### config.mk
export PLATFORM = sky130hd
export DESIGN_NAME = rrs_status_regs
export DESIGN_NICKNAME = d
export VERILOG_FILES = /design/src/include/rrs_pkg.sv /design/src/verilog/rrs_apb_slave.sv /design/src/verilog/rrs_status_regs.sv
export VERILOG_INCLUDE_DIRS = /design/src /design/src/include
export SDC_FILE = /design/constraint.sdc
export NUM_CORES = 1
export LEC_CHECK = 0
export ABC_AREA = 1
export CORE_MARGIN = 2
export CORE_UTILIZATION = 50
export DETAILED_ROUTE_END_ITERATION = 8
export DONT_BUFFER_PORTS = 1
export MAX_ROUTING_LAYER = met4
export PLACE_DENSITY_LB_ADDON = 0.1
export SYNTH_ARGS = -nofsm -noshare
export SYNTH_HDL_FRONTEND = slang
export SYNTH_SLANG_ARGS = --single-unit
export TNS_END_PERCENT = 1
### constraint.sdc
create_clock -name pclk -period 2 [get_ports pclk]
set_input_delay 0.1 -clock pclk [delete_from_list [all_inputs] [get_ports pclk]]
set_output_delay 0.1 -clock pclk [all_outputs]
set_load 0.01 [all_outputs]
### src/include/rrs_defs.svh
// Offsets, field positions and reset values of the receive status register bank
`ifndef RRS_DEFS_SVH
`define RRS_DEFS_SVH

// ----------------------------------------------------------------
// Register offsets
// ----------------------------------------------------------------
`define RRS_ADDR_W        12
`define RRS_OFS_CHECK     12'h400
`define RRS_OFS_MATCH     12'h408
`define RRS_OFS_CHKVAL    12'h40C
`define RRS_OFS_DAI       12'h410
`define RRS_OFS_PAYLOAD   12'h414
`define RRS_OFS_TONE      12'h44C
`define RRS_OFS_IRQ_STS   12'h600
`define RRS_OFS_IRQ_EN    12'h604
`define RRS_OFS_IRQ_CLR   12'h608

// ----------------------------------------------------------------
// Field widths and positions
// ----------------------------------------------------------------
`define RRS_LADDR_W       3
`define RRS_CHKVAL_W      24
`define RRS_DAI_W         3
`define RRS_LEN_W         8
`define RRS_RATE_LSB      1
`define RRS_RATE_W        2
`define RRS_TDUR_W        5
`define RRS_TRES_POS      5
`define RRS_TKIND_LSB     6
`define RRS_TKIND_W       2
`define RRS_IRQ_W         4
`define RRS_IRQ_DONE      0
`define RRS_IRQ_CHKERR    1
`define RRS_IRQ_RATE      2
`define RRS_IRQ_TONE      3

// ----------------------------------------------------------------
// Reset values
// ----------------------------------------------------------------
`define RRS_RST_WORD      32'h0000_0000
`define RRS_RST_IRQ       4'h0

`endif

### src/include/rrs_pkg.sv
// Types shared by the receive status register bank
package rrs_pkg;
  // Long range receive rate in force for the current frame
  typedef enum logic {
    RRS_RATE_LOW,
    RRS_RATE_HIGH
  } rrs_rate_t;

  typedef logic [31:0] rrs_word_t;
endpackage

### src/verilog/rrs_apb_slave.sv
// APB slave front end: registered read data and error, zero wait states while pclk_en stays high
`timescale 1ns/1ps
`default_nettype none
`include "rrs_defs.svh"
module rrs_apb_slave
  import rrs_pkg::*;
(
  input  wire logic pclk,
  input  wire logic presetn,
  input  wire logic pclk_en,
  input  wire logic psel,
  input  wire logic penable,
  input  wire logic pwrite,
  input  wire rrs_word_t rd_data,
  input  wire logic addr_hit,
  output logic      pready,
  output rrs_word_t prdata,
  output logic      pslverr,
  output logic      wr_fire
);

  rrs_word_t prdata_reg;
  rrs_word_t prdata_next;
  logic      err_reg;
  logic      err_next;
  logic      taken_reg;
  logic      taken_next;
  logic      setup;
  logic      capture;

  // ----------------------------------------------------------------
  // Handshake
  // ----------------------------------------------------------------
  // Answer only once the request is captured; a setup lost to a low enable costs a wait state
  assign pready  = pclk_en & taken_reg;
  assign setup   = psel & ~penable;
  assign capture = psel & ~taken_reg;
  assign wr_fire = psel & penable & pwrite & pready & ~err_reg;
  assign prdata  = prdata_reg;
  assign pslverr = err_reg;

  // Read data sampled in setup so it stands steady through the access phase
  always_comb begin
    prdata_next = prdata_reg;
    err_next    = err_reg;
    taken_next  = taken_reg;
    if (capture) begin
      prdata_next = (addr_hit && !pwrite) ? rd_data : `RRS_RST_WORD;
      err_next    = ~addr_hit;
      taken_next  = 1'b1;
    end
    // Transfer completes at the enabled edge with pready high
    if (psel && penable && taken_reg) begin
      taken_next = 1'b0;
    end
  end

  always_ff @(posedge pclk or negedge presetn) begin
    if (!presetn) begin
      prdata_reg <= `RRS_RST_WORD;
      err_reg    <= 1'b0;
      taken_reg  <= 1'b0;
    end else if (pclk_en) begin
      prdata_reg <= prdata_next;
      err_reg    <= err_next;
      taken_reg  <= taken_next;
    end
  end

  // Unmapped address answers with an error in the access phase
  unmapped_err_a: assert property (@(posedge pclk) disable iff (!presetn)
    pclk_en && setup && !addr_hit |=> pslverr && prdata == `RRS_RST_WORD)
    else $error("unmapped access without error");

endmodule
`default_nettype wire

### src/verilog/rrs_status_regs.sv
// Receive status register bank: packet results, rate tracking, interrupts
`timescale 1ns/1ps
`default_nettype none
`include "rrs_defs.svh"
module rrs_status_regs
  import rrs_pkg::*;
#(
  parameter int LEN_W = `RRS_LEN_W
)
(
  input  wire logic                     pclk,
  input  wire logic                     presetn,
  input  wire logic                     pclk_en,
  input  wire logic                     psel,
  input  wire logic                     penable,
  input  wire logic                     pwrite,
  input  wire logic [`RRS_ADDR_W-1:0]   paddr,
  input  wire rrs_word_t                pwdata,
  input  wire logic [3:0]               pstrb,
  output logic                          pready,
  output rrs_word_t                     prdata,
  output logic                          pslverr,
  output logic                          irq,
  input  wire logic                     pkt_start,
  input  wire logic                     pkt_done,
  input  wire logic                     pkt_check_ok,
  input  wire logic [`RRS_LADDR_W-1:0]  matched_logical_address,
  input  wire logic [`RRS_CHKVAL_W-1:0] received_check_field,
  input  wire logic [`RRS_DAI_W-1:0]    device_address_match_index,
  input  wire logic [LEN_W-1:0]         pkt_payload_length,
  input  wire logic [LEN_W-1:0]         max_payload_length,
  input  wire logic                     long_range_mode,
  input  wire logic                     ci_received,
  input  wire logic                     ci_high_rate,
  input  wire logic                     cte_received,
  input  wire logic [`RRS_TDUR_W-1:0]   tone_extension_duration,
  input  wire logic                     reserved_parsed_bit,
  input  wire logic [`RRS_TKIND_W-1:0]  tone_extension_kind,
  output logic                          rate_change_event,
  output logic                          coding_rate_now
);

  // ----------------------------------------------------------------
  // Declarations
  // ----------------------------------------------------------------
  logic                     check_reg;
  logic                     check_next;
  logic [`RRS_LADDR_W-1:0]  match_reg;
  logic [`RRS_LADDR_W-1:0]  match_next;
  logic [`RRS_CHKVAL_W-1:0] chkval_reg;
  logic [`RRS_CHKVAL_W-1:0] chkval_next;
  logic [`RRS_DAI_W-1:0]    dai_reg;
  logic [`RRS_DAI_W-1:0]    dai_next;
  logic                     over_reg;
  logic                     over_next;
  logic [`RRS_RATE_W-1:0]   coding_rate_status_reg;
  logic [`RRS_RATE_W-1:0]   coding_rate_status_next;
  logic [`RRS_TDUR_W-1:0]   tdur_reg;
  logic [`RRS_TDUR_W-1:0]   tdur_next;
  logic                     tres_reg;
  logic                     tres_next;
  logic [`RRS_TKIND_W-1:0]  tkind_reg;
  logic [`RRS_TKIND_W-1:0]  tkind_next;
  rrs_rate_t                rate_reg;
  rrs_rate_t                rate_next;
  logic                     boost_reg;
  logic                     boost_next;
  logic [`RRS_IRQ_W-1:0]    sts_reg;
  logic [`RRS_IRQ_W-1:0]    sts_next;
  logic [`RRS_IRQ_W-1:0]    en_reg;
  logic [`RRS_IRQ_W-1:0]    en_next;
  logic                     irq_reg;
  logic                     irq_next;
  logic [`RRS_IRQ_W-1:0]    set_mask;
  logic [`RRS_IRQ_W-1:0]    clr_mask;
  logic                     boost_now;
  logic                     wr_fire;
  logic                     addr_hit;
  rrs_word_t                rd_data;

  // ----------------------------------------------------------------
  // Bus front end
  // ----------------------------------------------------------------
  rrs_apb_slave u_apb (
    .pclk     (pclk),
    .presetn  (presetn),
    .pclk_en  (pclk_en),
    .psel     (psel),
    .penable  (penable),
    .pwrite   (pwrite),
    .rd_data  (rd_data),
    .addr_hit (addr_hit),
    .pready   (pready),
    .prdata   (prdata),
    .pslverr  (pslverr),
    .wr_fire  (wr_fire)
  );

  // Address decode and read mux; reserved bits above each field read zero
  always_comb begin
    addr_hit = 1'b1;
    rd_data  = `RRS_RST_WORD;
    case (paddr)
      `RRS_OFS_CHECK:   rd_data[0] = check_reg;
      `RRS_OFS_MATCH:   rd_data[`RRS_LADDR_W-1:0] = match_reg;
      `RRS_OFS_CHKVAL:  rd_data[`RRS_CHKVAL_W-1:0] = chkval_reg;
      `RRS_OFS_DAI:     rd_data[`RRS_DAI_W-1:0] = dai_reg;
      `RRS_OFS_PAYLOAD: begin
        rd_data[0] = over_reg;
        rd_data[`RRS_RATE_LSB +: `RRS_RATE_W] = coding_rate_status_reg;
      end
      `RRS_OFS_TONE: begin
        rd_data[`RRS_TDUR_W-1:0] = tdur_reg;
        rd_data[`RRS_TRES_POS] = tres_reg;
        rd_data[`RRS_TKIND_LSB +: `RRS_TKIND_W] = tkind_reg;
      end
      `RRS_OFS_IRQ_STS: rd_data[`RRS_IRQ_W-1:0] = sts_reg;
      `RRS_OFS_IRQ_EN:  rd_data[`RRS_IRQ_W-1:0] = en_reg;
      `RRS_OFS_IRQ_CLR: rd_data = `RRS_RST_WORD;
      default:          addr_hit = 1'b0;
    endcase
  end

  // ----------------------------------------------------------------
  // Packet result capture
  // ----------------------------------------------------------------
  // Status registers have no write path at all, so bus writes cannot disturb them
  always_comb begin
    check_next  = check_reg;
    match_next  = match_reg;
    chkval_next = chkval_reg;
    dai_next    = dai_reg;
    over_next   = over_reg;
    coding_rate_status_next = coding_rate_status_reg;
    if (pkt_done) begin
      check_next  = pkt_check_ok;
      match_next  = matched_logical_address;
      chkval_next = received_check_field;
      dai_next    = device_address_match_index;
      over_next   = (pkt_payload_length > max_payload_length);
      // Outside long range the rate field has no meaning and reads zero
      coding_rate_status_next = (long_range_mode && rate_next == RRS_RATE_HIGH) ?
                    `RRS_RATE_W'(1) : `RRS_RATE_W'(0);
    end
  end

  always_ff @(posedge pclk or negedge presetn) begin
    if (!presetn) begin
      check_reg  <= 1'b0;
      match_reg  <= '0;
      chkval_reg <= '0;
      dai_reg    <= '0;
      over_reg   <= 1'b0;
      coding_rate_status_reg <= '0;
    end else if (pclk_en) begin
      check_reg  <= check_next;
      match_reg  <= match_next;
      chkval_reg <= chkval_next;
      dai_reg    <= dai_next;
      over_reg   <= over_next;
      coding_rate_status_reg <= coding_rate_status_next;
    end
  end

  // ----------------------------------------------------------------
  // Tone extension fields
  // ----------------------------------------------------------------
  always_comb begin
    tdur_next  = tdur_reg;
    tres_next  = tres_reg;
    tkind_next = tkind_reg;
    if (cte_received) begin
      tdur_next  = tone_extension_duration;
      tres_next  = reserved_parsed_bit;
      tkind_next = tone_extension_kind;
    end
  end

  always_ff @(posedge pclk or negedge presetn) begin
    if (!presetn) begin
      tdur_reg  <= '0;
      tres_reg  <= 1'b0;
      tkind_reg <= '0;
    end else if (pclk_en) begin
      tdur_reg  <= tdur_next;
      tres_reg  <= tres_next;
      tkind_reg <= tkind_next;
    end
  end

  // ----------------------------------------------------------------
  // Long range rate tracking
  // ----------------------------------------------------------------
  // Each frame starts at the lower rate; the indicator can only raise it
  assign boost_now = long_range_mode && ci_received && ci_high_rate &&
                     rate_reg == RRS_RATE_LOW && !pkt_start;

  always_comb begin
    rate_next  = rate_reg;
    boost_next = 1'b0;
    case (rate_reg)
      RRS_RATE_LOW: begin
        if (boost_now) begin
          rate_next  = RRS_RATE_HIGH;
          boost_next = 1'b1;
        end
      end
      RRS_RATE_HIGH: begin
        if (pkt_start) begin
          rate_next = RRS_RATE_LOW;
        end
      end
      default: rate_next = RRS_RATE_LOW;
    endcase
  end

  always_ff @(posedge pclk or negedge presetn) begin
    if (!presetn) begin
      rate_reg  <= RRS_RATE_LOW;
      boost_reg <= 1'b0;
    end else if (pclk_en) begin
      rate_reg  <= rate_next;
      boost_reg <= boost_next;
    end
  end

  assign rate_change_event = boost_reg;
  assign coding_rate_now   = (rate_reg == RRS_RATE_HIGH);

  // ----------------------------------------------------------------
  // Interrupt status, enable and clear
  // ----------------------------------------------------------------
  always_comb begin
    set_mask = '0;
    set_mask[`RRS_IRQ_DONE]   = pkt_done;
    set_mask[`RRS_IRQ_CHKERR] = pkt_done & ~pkt_check_ok;
    set_mask[`RRS_IRQ_RATE]   = boost_next;
    set_mask[`RRS_IRQ_TONE]   = cte_received;
    clr_mask = '0;
    en_next  = en_reg;
    if (wr_fire && pstrb[0] && paddr == `RRS_OFS_IRQ_CLR) begin
      clr_mask = pwdata[`RRS_IRQ_W-1:0];
    end
    if (wr_fire && pstrb[0] && paddr == `RRS_OFS_IRQ_EN) begin
      en_next = pwdata[`RRS_IRQ_W-1:0];
    end
    // Set applied after clear so an event in the clearing cycle survives
    sts_next = (sts_reg & ~clr_mask) | set_mask;
    irq_next = |(sts_next & en_next);
  end

  always_ff @(posedge pclk or negedge presetn) begin
    if (!presetn) begin
      sts_reg <= `RRS_RST_IRQ;
      en_reg  <= `RRS_RST_IRQ;
      irq_reg <= 1'b0;
    end else if (pclk_en) begin
      sts_reg <= sts_next;
      en_reg  <= en_next;
      irq_reg <= irq_next;
    end
  end

  assign irq = irq_reg;

  // ----------------------------------------------------------------
  // Checks
  // ----------------------------------------------------------------
  check_result_a: assert property (@(posedge pclk) disable iff (!presetn)
    pclk_en && pkt_done |=> check_reg == $past(pkt_check_ok))
    else $error("check result not captured");

  matched_addr_a: assert property (@(posedge pclk) disable iff (!presetn)
    pclk_en && pkt_done |=> match_reg == $past(matched_logical_address))
    else $error("matched address not captured");

  check_value_a: assert property (@(posedge pclk) disable iff (!presetn)
    pclk_en && pkt_done ##1 (!pclk_en || !pkt_done)[*2] |->
    chkval_reg == $past(received_check_field, 2))
    else $error("check value not held");

  match_index_a: assert property (@(posedge pclk) disable iff (!presetn)
    pclk_en && pkt_done |=> dai_reg == $past(device_address_match_index))
    else $error("match index not captured");

  payload_over_a: assert property (@(posedge pclk) disable iff (!presetn)
    pclk_en && pkt_done |=>
    over_reg == ($past(pkt_payload_length) > $past(max_payload_length)))
    else $error("payload status wrong");

  rate_status_a: assert property (@(posedge pclk) disable iff (!presetn)
    pclk_en && pkt_done |=> coding_rate_status_reg == ($past(long_range_mode) &&
    $past(rate_next) == RRS_RATE_HIGH ? 2'h1 : 2'h0))
    else $error("rate status wrong");

  tone_fields_a: assert property (@(posedge pclk) disable iff (!presetn)
    pclk_en && cte_received |=> tdur_reg == $past(tone_extension_duration) &&
    tres_reg == $past(reserved_parsed_bit) && tkind_reg == $past(tone_extension_kind))
    else $error("tone extension fields wrong");

  rate_boost_a: assert property (@(posedge pclk) disable iff (!presetn)
    pclk_en && boost_now |=> rate_change_event && coding_rate_now ##1
    (!$past(pclk_en) || !rate_change_event))
    else $error("rate change missing or too long");

  write_ignored_a: assert property (@(posedge pclk) disable iff (!presetn)
    pclk_en && wr_fire && !pkt_done |=> $stable(match_reg) && $stable(check_reg))
    else $error("status changed by a write");

  irq_level_a: assert property (@(posedge pclk) disable iff (!presetn)
    irq == |(sts_reg & en_reg))
    else $error("interrupt level mismatch");

endmodule
`default_nettype wire

==> results of run 1 <==
path summary, 6_finish.rpt:
check	from	endpoint	slack (ps)	depth (start not counted)
max	u_apb.taken_reg$_DFFE_PN0P_	irq$_DFFE_PN0P_	270	11
min	pwdata[2]	sts_reg[2]$_DFFE_PN0P_	20	3
max reg2reg	u_apb.taken_reg$_DFFE_PN0P_	irq$_DFFE_PN0P_	270	11
min reg2reg	chkval_reg[12]$_DFFE_PN0P_	chkval_reg[12]$_DFFE_PN0P_	480	2
max in group asynchronous	presetn	chkval_reg[13]$_DFFE_PN0P_	1370	2
min in group asynchronous	presetn	dai_reg[0]$_DFFE_PN0P_	300	2
cells by family after synthesis:
family	share of synthesized area, %
other	0.09348
muxes	1.404
buffers and inverters	7.736
and+or+nand+nor	30.32
AOI/OAI and AO/OA	9.295
DFF	48.66
adders and majority gates	2.495
per-layer routing:
layer	vias up	share of wire (%)	global-route usage [%]
met5	-	0	-
met1	1601	46	30.57
met3	10	6.3	6.930
met4	0	1.1	5.918
li1	1712	-	-
met2	119	47	38.85
worst register-to-register path, stage by stage (launching register included):
cell and delay (ps):
dfrtp_1 390, nand2_1 70, inv_1 140, nand2_1 100
nor2_2 310, nand4_1 140, nand2_1 100, nand2_1 50
nand2_1 60, nand3_1 100, nor2_1 100, nor2_1 50
per-stage QoR:
step / utilization [%] / setup WS [ps] / hold slack, ps
after floorplan: - / 581.3 / -195.6
after global placement: 52.51 / 345.2 / -193.8
after detailed placement: 52.51 / 305.3 / -194.0
after CTS: 62.03 / 272.2 / 1.792
after global routing: 62.03 / 8.190 / 33.66
final: 62.03 / 267.2 / 21.51
power breakdown:
part | switching (uW) | internal (uW) | total, uW | leakage [uW]
combinational | 238 | 177 | 416 | 0.00131
clock | 584 | 694 | 1280 | 0.0000973
sequential | 78.9 | 1710 | 1780 | 0.000982
total | 901 | 2580 | 3480 | 0.00239
layout make-up:
class                   count  area [sq um]
clock buffers               9         123.9
clock inverters             6         87.58
fillers                   708          2949
inverters                  51         193.9
multi-input cells         363          1775
flip-flops and latches     78          1952
well taps                 102         127.6
repair buffers             55         558.0
cell usage in the layout (no fill, tap or decap), drive strengths merged:
cell / Yosys / layout
o41ai: 1 / 1
nand3: 32 / 32
inv: 49 / 49
nor3: 2 / 2
a211oi: 1 / 1
bufinv: 0 / 2
ha: 8 / 8
o211ai: 1 / 1
clkinv: 2 / 3
dlygate4sd3: 0 / 50
o22ai: 1 / 1
o21ai: 42 / 42
conb: 1 / 8
a21oi: 15 / 15
o21a: 2 / 2
and3: 1 / 1
dfrtp: 78 / 78
mux2: 5 / 5
nand2: 189 / 189
clkinvlp: 0 / 3
nand4: 14 / 14
clkbuf: 10 / 9
nand3b: 1 / 1
nor2: 40 / 40
buf: 10 / 5
what timing repair did:
| action | CTS | global route |
|---|---|---|
| hold endpoints to repair | 130 | 0 |
| buffers inserted | 0 | 0 |
| hold buffers | 51 | 0 |
==> metrics.cfg, run 1 <==
[outcome]
outcome=finished clean

[setup_path]
critPathMaxFanout=9
worst-setup-path-type=reg2reg
path_cells=nand2_1, inv_1, nand2_1, nor2_2, nand4_1, nand2_1, nand2_1, nand2_1, nand3_1, nor2_1, nor2_1
critPathBufInv=1
slowest_delay_ps=390
path_delay_family=simple AND/OR/NAND/NOR gates
crit_top_cell=nand2_1
endpoint_kind=register
cp.required_ps=2230
arrival_ps=1960
crit_path_top_delay_cell=dfrtp_1
cp-start-kind=register

[pwr]
vdd_drop_max_uv=613.2
finalPower_uw=3478
power-per-cell-area_mw_per_mm2=721.7
p_leak_uw=0.002386

[route]
num_vias=3442
drc=0
wire_per_inst_um=14.91
drtAntennaViolNets=0
vias_per_cell=5.184
drt_iter0_markers=151
first_pass_iters=6
wl_mm=9.901

[sta]
fin_crit_sh_pct=86.64
tns_ps=0
rsz0062_at_grt=false
max_freq_ghz=0.5771
skew_ps=6.974
min_period_ps=1733
worst_pin_slew_ps=548.8
drv_slew=0
final_hold_viol_count=0
maxSlewHeadroom_pct=63.32
setup_viol=0

[logic_synthesis]
synth_edf_count=0
avgSynthCellArea_sq_um=7.943
ys_seq_elements=78
synth_area_leader_cell=dfrtp_1
yosysUniqueCellTypes=34
synthCells=505
synthMostInstantiatedCell=nand2_1
synth_area_sq_mm=0.004011
synth-async-reset-ratio_pct=100.0
synthFlopType=dfrtp_1
synthTopCellsByArea=dfrtp_1 49%, nand2_1 17%, inv_1 4.1%
yosysWarnings=0
synth-seq-area-share_pct=48.66
synth_common_cells=184 x nand2_1, 78 x dfrtp_1, 44 x inv_1
synth_top_area_share_pct=48.66

[layout]
finalInstanceArea_sq_mm=0.004818
final_layout_size_suffix_gt1_share_pct=10.85
instances_no_fill=664
fin_nets=681
n_antenna_cell=0
areaGrowthSynthToFinish_pct=20.12

[clock_network]
cts_max_path_buffers=2
cts_resized=0
htree_num_levels=3
clk_pin_slew_worst_paths_ps=80
cts_tree=built
cts-root-buf=clkbuf_8
clock_latency_ps=340
cts_buffers=9
clock_sinks=78

[placed_design]
hpwl_mm=6.691
gp_congestion=0.9030
place_area_sq_mm=0.004079
post-place-cells=598
port_buffers=0

[die]
io-pin-count=152
dieArea_sq_mm=0.008755
core_sq_mm=0.007767
die_h_um=93.57
num_rows=32
die_x_um=93.57
start_util_pct=51.64

[grt]
track_usage_pct=24.20
grt_pass1_vias=3469
grt_max_degree=79
gr-total-overflow=0
antenna_found_initial=0
grt_pass1_wl_mm=16.16

[flow_run]
cap_violations=0

[hold_path]
worst_hold_path_type=in2reg

Note: power is estimated with default switching activity, not from simulation.
==> run 2, diff against run 1 <==
- ABC_AREA: 1 -> default
==> run 2 against run 1 <==
Compared with the run above:
- wire length decreased by 12%
- clock power up 5%
- largest cell class unchanged
- register-to-register slack got worse by 260 ps
- count of clock-buffer cells in the layout did not move
- hold slack got worse by 0.77 ps
- critical path depth down 5
- critical endpoint unchanged
- global-route usage down 0.41 points
- die area decreased by 7.3%
- combinational power rose by 7.9%
- synthesized cell count shrank 39%
- critical path type unchanged
==> metrics.cfg, run 2 <==
[sta]
maxSlewHeadroom_pct=57.90  ; -5.4 points
finalHoldWorstSlack_ps=20.74  ; -0.7666 ps
worst_pin_slew_ps=626.3  ; +77.50 ps
skew_ps=8.311  ; +1.336 ps
min_period_ps=1995  ; +262.3 ps
fin_crit_sh_pct=99.75  ; +13 points
max_freq_ghz=0.5012  ; -13%
final_hold_viol_count=0  ; unchanged
rsz0062_at_grt=true
setup_viol=0  ; unchanged
drv_slew=0  ; unchanged

[layout]
n_antenna_cell=0  ; unchanged
fin_nets=506  ; -26%
areaGrowthSynthToFinish_pct=28.33
finalInstanceArea_sq_mm=0.004756  ; -1.3%
final_cell_mix=78 x dfrtp_1, 57 x dlygate4sd3_1, 43 x mux2_2
fillers=606  ; -14%
final_common_cell=dfrtp_1
final_layout_size_suffix_gt1_share_pct=24.42  ; +14 points

[logic_synthesis]
synth-async-reset-ratio_pct=100.0  ; unchanged
synthTopCellsByArea=dfrtp_1 53%, mux2_2 13%, a22o_1 4.7%
synth_common_cells=78 x dfrtp_1, 43 x mux2_2, 20 x a22o_1
avgSynthCellArea_sq_um=12.07  ; +52%
synth_area_leader_cell=dfrtp_1
synth_edf_count=0  ; unchanged
synth_area_sq_mm=0.003706  ; -7.6%
synth_top_area_share_pct=52.67  ; +4.0 points
yosysUniqueCellTypes=55  ; +62%
synthFlopType=dfrtp_1
synthCells=307  ; -39%
synthMostInstantiatedCell=dfrtp_1
ys_seq_elements=78  ; unchanged
synth-seq-area-share_pct=52.67  ; +4.0 points
yosysWarnings=0  ; unchanged

[grt]
grt_pass1_wl_mm=14.68  ; -9.2%
gr-total-overflow=0  ; unchanged
grt_max_degree=79  ; unchanged
track_usage_pct=23.79  ; -0.41 points
grt_pass1_vias=2908  ; -16%
antenna_found_initial=0  ; unchanged

[clock_network]
htree_num_levels=3  ; unchanged
cts_max_path_buffers=2  ; unchanged
post_cts_buffers=0  ; unchanged
cts-root-buf=clkbuf_8
clock_sinks=78  ; unchanged
clock_latency_ps=340  ; about the same
cts_buffers=9  ; unchanged
clk_pin_slew_worst_paths_ps=70  ; about the same
cts_tree=built

[placed_design]
port_buffers=0  ; unchanged
gp_congestion=0.9063  ; +0.37%
place_area_sq_mm=0.003915  ; -4.0%
hpwl_mm=5.702  ; -15%

[pwr]
vdd_drop_max_uv=520.2  ; -15%
p_leak_uw=0.002094  ; -12%
power-per-cell-area_mw_per_mm2=753.6  ; +4.4%
finalPower_uw=3584  ; +3.1%

[route]
drt_iter0_markers=144  ; -4.6%
vias_per_cell=5.570  ; +7.5%
first_pass_iters=4  ; -2
drc=0  ; unchanged
met2_length_mm=4.174  ; -9.9%
wire_per_inst_um=18.06  ; +21%
met3_length_um=588  ; -5.0%
wl_mm=8.739  ; -12%
num_vias=2696  ; -22%
drtAntennaViolNets=0  ; unchanged
top_layer=met4
met1Wirelength_mm=3.856  ; -15%

[flow_run]
cap_violations=0  ; unchanged

[hold_path]
worst_hold_path_type=in2reg
hp-start=pwdata[0]

[setup_path]
cp.required_ps=2230  ; about the same
critPathMaxFanout=5  ; -4
arrival_ps=2220  ; +260 ps
timing.rr.start=u_apb.taken_reg$_DFFE_PN0P_
startpoint=u_apb.taken_reg$_DFFE_PN0P_
endpoint_kind=register
worst-setup-path-type=reg2reg
cp-start-kind=register

[die]
start_util_pct=51.37  ; -0.27 points
num_rows=31  ; -3.1%
core_sq_mm=0.007214  ; -7.1%
die_h_um=90.10  ; -3.7%
dieArea_sq_mm=0.008117  ; -7.3%
die_x_um=90.10  ; -3.7%
io-pin-count=152  ; unchanged

[outcome]
outcome=finished clean

-- run 2: repair_timing --
| action | in CTS | in global routing |
|---|---|---|
| setup endpoints to repair | 1 | 2 |
| pin swaps | 0 | 3 |
| hold buffers | 58 | 0 |
| gates resized for setup | 2 | 4 |
| endpoints found under the hold margin | 133 | 0 |
| cloned | 0 | 0 |
-- run 2: metal layers --
metal | up-vias | track usage (%)
li1 | 1271 | -
met5 | - | -
met2 | 105 | 37.22
met3 | 9 | 7.795
met1 | 1311 | 30.25
met4 | 0 | 5.897
-- run 2: cell families after synthesis --
group,share of synthesized area [%]
other cells,0.1012
xor+xnor,0.2364
mux,15.33
buf+inv,4.726
compound gates,14.04
fa+ha+maj,2.701
simple gates,10.20
flops,52.67
-- run 2: path summary, 6_finish.rpt --
path                            depth (start not counted)                           end  slack [ps]
min in group asynchronous                               2       tdur_reg[3]$_DFFE_PN0P_         300
worst max-delay path                                    6               irq$_DFFE_PN0P_           5
worst min register to register                          1  u_apb.prdata[22]$_DFFE_PN0P_         480
worst min-delay path                                    3         en_reg[0]$_DFFE_PN0P_          20
worst max register to register                          6               irq$_DFFE_PN0P_           5
max in group asynchronous                               2      tkind_reg[1]$_DFFE_PN0P_        1360
-- run 2: where the power goes --
group	switching, uW	leakage (uW)	internal [uW]
sequential	70.7	0.000973	1710
combinational	189	0.00101	260
clock	543	0.000111	811
-- run 2: critical path, cell delays in order (launching register included) --
cell	delay, ps
dfrtp_1	380
and4_4	230
and3_4	180
and3_4	230
mux2_4	310
a22o_1	210
o32a_1	330
-- run 2: layout make-up --
cell class / instances / area (sq um) / area share [%]
Clock inverter: 4 / 98.84 / 2.078
Clock buffer: 9 / 123.9 / 2.605
Sequential cell: 78 / 1952 / 41.04
Multi-Input combinational cell: 199 / 1642 / 34.52
Tap cell: 99 / 123.9 / 2.605
Timing Repair Buffer: 79 / 755.7 / 15.89
Inverter: 16 / 60.06 / 1.263
-- run 2: stage by stage --
step           worst slack [ps]  util (%)  TNS [ps]  cells
6_report                  4.933     65.92         0    484
3_5_place_dp             -159.5     54.27    -159.5    413
4_1_cts                   1.464     65.71         0    484
2_1_floorplan            -49.34         -    -49.34    314
5_1_grt                  -41.54     65.92    -65.91    484
3_3_place_gp             -127.0     54.27    -127.0    413
==> run 3, diff against run 2 <==
- PLACE_DENSITY_LB_ADDON: 0.1 -> 0.25
==> run 3 against run 2 <==
Compared with the run above:
- register-to-register slack improved by 30 ps
- power decreased by 3.9%
- via count increased by 2.3%
- die area unchanged
- combinational power increased by 2%
- fmax increased by 1.7%
- flip-flop and latch count unchanged
- hold slack improved by 5.7 ps
- wire length increased by 3.4%
- highest routed layer unchanged
==> metrics.cfg, run 3 (synthesis results as in run 2) <==
[clock_network]
cts_max_path_buffers=2  ; unchanged
cts_buffers=9  ; unchanged
clock_latency_ps=350  ; about the same
clk_pin_slew_worst_paths_ps=90  ; +20 ps
clock_sinks=78  ; unchanged
cts_tree=built
cts-root-buf=clkbuf_8
htree_num_levels=3  ; unchanged

[setup_path]
crit_end=irq$_DFFE_PN0P_
r2r_end=irq$_DFFE_PN0P_
cp-start-kind=register
path_delay_family=simple AND/OR/NAND/NOR gates
startpoint=u_apb.taken_reg$_DFFE_PN0P_
slowest_delay_ps=360  ; -20 ps
path_cells=and4_4, and3_4, and3_4, mux2_4, a22o_1, o32a_1
reg2regPathDepth=6  ; unchanged
critPathMaxFanout=5  ; unchanged
worst-setup-path-type=reg2reg
crit_top_cell=and3_4
cp.depth=6  ; unchanged
crit_path_top_delay_cell=dfrtp_1
arrival_ps=2200  ; -20 ps
critPathBufInv=0  ; unchanged
reg2reg_slack_ps=40  ; +30 ps
cp.required_ps=2240  ; about the same
endpoint_kind=register
timing.rr.start=u_apb.taken_reg$_DFFE_PN0P_

[route]
first_pass_iters=5  ; +1
num_vias=2757  ; +2.3%
wire_per_inst_um=18.59  ; +2.9%
vias_per_cell=5.673  ; +1.8%
drc=0  ; unchanged
wl_mm=9.033  ; +3.4%
drt_iter0_markers=147  ; +2.1%
drtAntennaViolNets=0  ; unchanged

[sta]
setup_viol=0  ; unchanged
worst_pin_slew_ps=631.0  ; +4.673 ps
max_freq_ghz=0.5096  ; +1.7%
maxSlewHeadroom_pct=57.83  ; -0.066 points
skew_ps=9.910  ; +1.599 ps
min_period_ps=1962  ; -32.57 ps
fin_crit_sh_pct=98.12  ; -1.6 points
worst_slack_ps=37.50  ; +32.57 ps
final_hold_viol_count=0  ; unchanged
drv_slew=0  ; unchanged
rsz0062_at_grt=true
finalHoldWorstSlack_ps=26.42  ; +5.683 ps

[die]
die_h_um=90.10  ; unchanged
num_rows=31  ; unchanged
start_util_pct=51.37  ; unchanged
dieArea_sq_mm=0.008117  ; unchanged
io-pin-count=152  ; unchanged
die_x_um=90.10  ; unchanged
core_sq_mm=0.007214  ; unchanged

[layout]
final_common_cell=dfrtp_1
final_layout_size_suffix_gt1_share_pct=25.06  ; +0.65 points
fin_nets=505  ; -0.20%
final_cell_mix=78 x dfrtp_1, 56 x dlygate4sd3_1, 43 x mux2_2
areaGrowthSynthToFinish_pct=27.85
n_antenna_cell=0  ; unchanged

[placed_design]
port_buffers=0  ; unchanged
hpwl_mm=6.020  ; +5.6%
post-place-ws_ps=-191.0  ; -31.49 ps
gp_congestion=0.9745  ; +7.5%

[grt]
track_usage_pct=24.02  ; +0.23 points
grt_pass1_wl_mm=14.88  ; +1.4%
gr-total-overflow=0  ; unchanged
antenna_found_initial=0  ; unchanged
grt_max_degree=79  ; unchanged
grt_pass1_vias=2879  ; -1.0%

[flow_run]
cap_violations=0  ; unchanged

[pwr]
power.internal_uw=2566  ; -7.7%
p_sw_share_pct=25.49  ; +3.1 points
combPwrFrac_pct=13.3  ; +0.8 points
p_leak_uw=0.002091  ; -0.16%
power_switching_uw=877.8  ; +9.4%
power-per-cell-area_mw_per_mm2=726.8  ; -3.5%
sequentialPowerShare_pct=51.8  ; +2.1 points
vdd_drop_max_uv=569.8  ; +9.5%
finalPower_uw=3444  ; -3.9%
power.share.clock_pct=34.9  ; -2.9 points

[outcome]
outcome=finished clean

[hold_path]
worst_hold_path_type=in2reg

-- run 3: worst min-delay path by stage --
stage | end | depth (start not counted) | start
after floorplan | check_reg$_DFFE_PN0P_ | 0 | presetn
after global placement | chkval_reg[20]$_DFFE_PN0P_ | 0 | presetn
after detailed placement | u_apb.prdata[21]$_DFFE_PN0P_ | 0 | presetn
after CTS | sts_reg[0]$_DFFE_PN0P_ | 3 | pwdata[0]
after global routing | u_apb.pslverr$_DFFE_PN0P_ | 2 | paddr[2]
final | u_apb.pslverr$_DFFE_PN0P_ | 2 | paddr[2]
-- run 3: final cells by class --
| class | count | area, sq um |
|---|---|---|
| clock buffer | 9 | 123.9 |
| inverter | 16 | 60.06 |
| sequential | 78 | 1952 |
| tap | 99 | 123.9 |
| multi-input combinational | 199 | 1642 |
| timing repair buffer | 78 | 758.2 |
| clock inverter | 7 | 78.83 |
| fill | 593 | 2476 |
-- run 3: worst reg2reg max path: stages (launching register included) --
cell	delay (ps)
dfrtp_1	360
and4_4	220
and3_4	190
and3_4	230
mux2_4	310
a22o_1	210
o32a_1	330
-- run 3: metrics by stage --
stage               instances  cell area [sq um]  utilization (%)  setup TNS (ps)
finish                    486               4738            65.68               0
global route              486               4738            65.68          -7.326
CTS                       486               4733            65.61               0
detailed placement        412               3920            54.34          -191.0
global placement          412               3920            54.34          -128.0
floorplan                 314               3752                -          -49.34
-- run 3: power by group through the flow --
| stage | sequential, uW | clock (uW) | combinational [uW] |
|---|---|---|---|
| after detailed placement | 1810 | 0 | 323 |
| final | 1780 | 1200 | 458 |
| after CTS | 1780 | 1240 | 459 |
| after global routing | 1800 | 1310 | 505 |
| after global placement | 1810 | 0 | 311 |
| after floorplan | 1800 | 0 | 263 |
-- run 3: timing repair --
item,CTS,global route
hold buffers,57,0
resized for setup,5,1
endpoints found under the hold margin,132,0
endpoints found under the setup margin,1,3
buffers inserted,1,0
pin swaps,1,4
-- run 3: routing by layer --
metal,GRT usage (%),share of wire (%)
met4,7.564,1.5
met2,37.09,50
met1,31.33,43
met3,6.287,6.0
met5,-,0
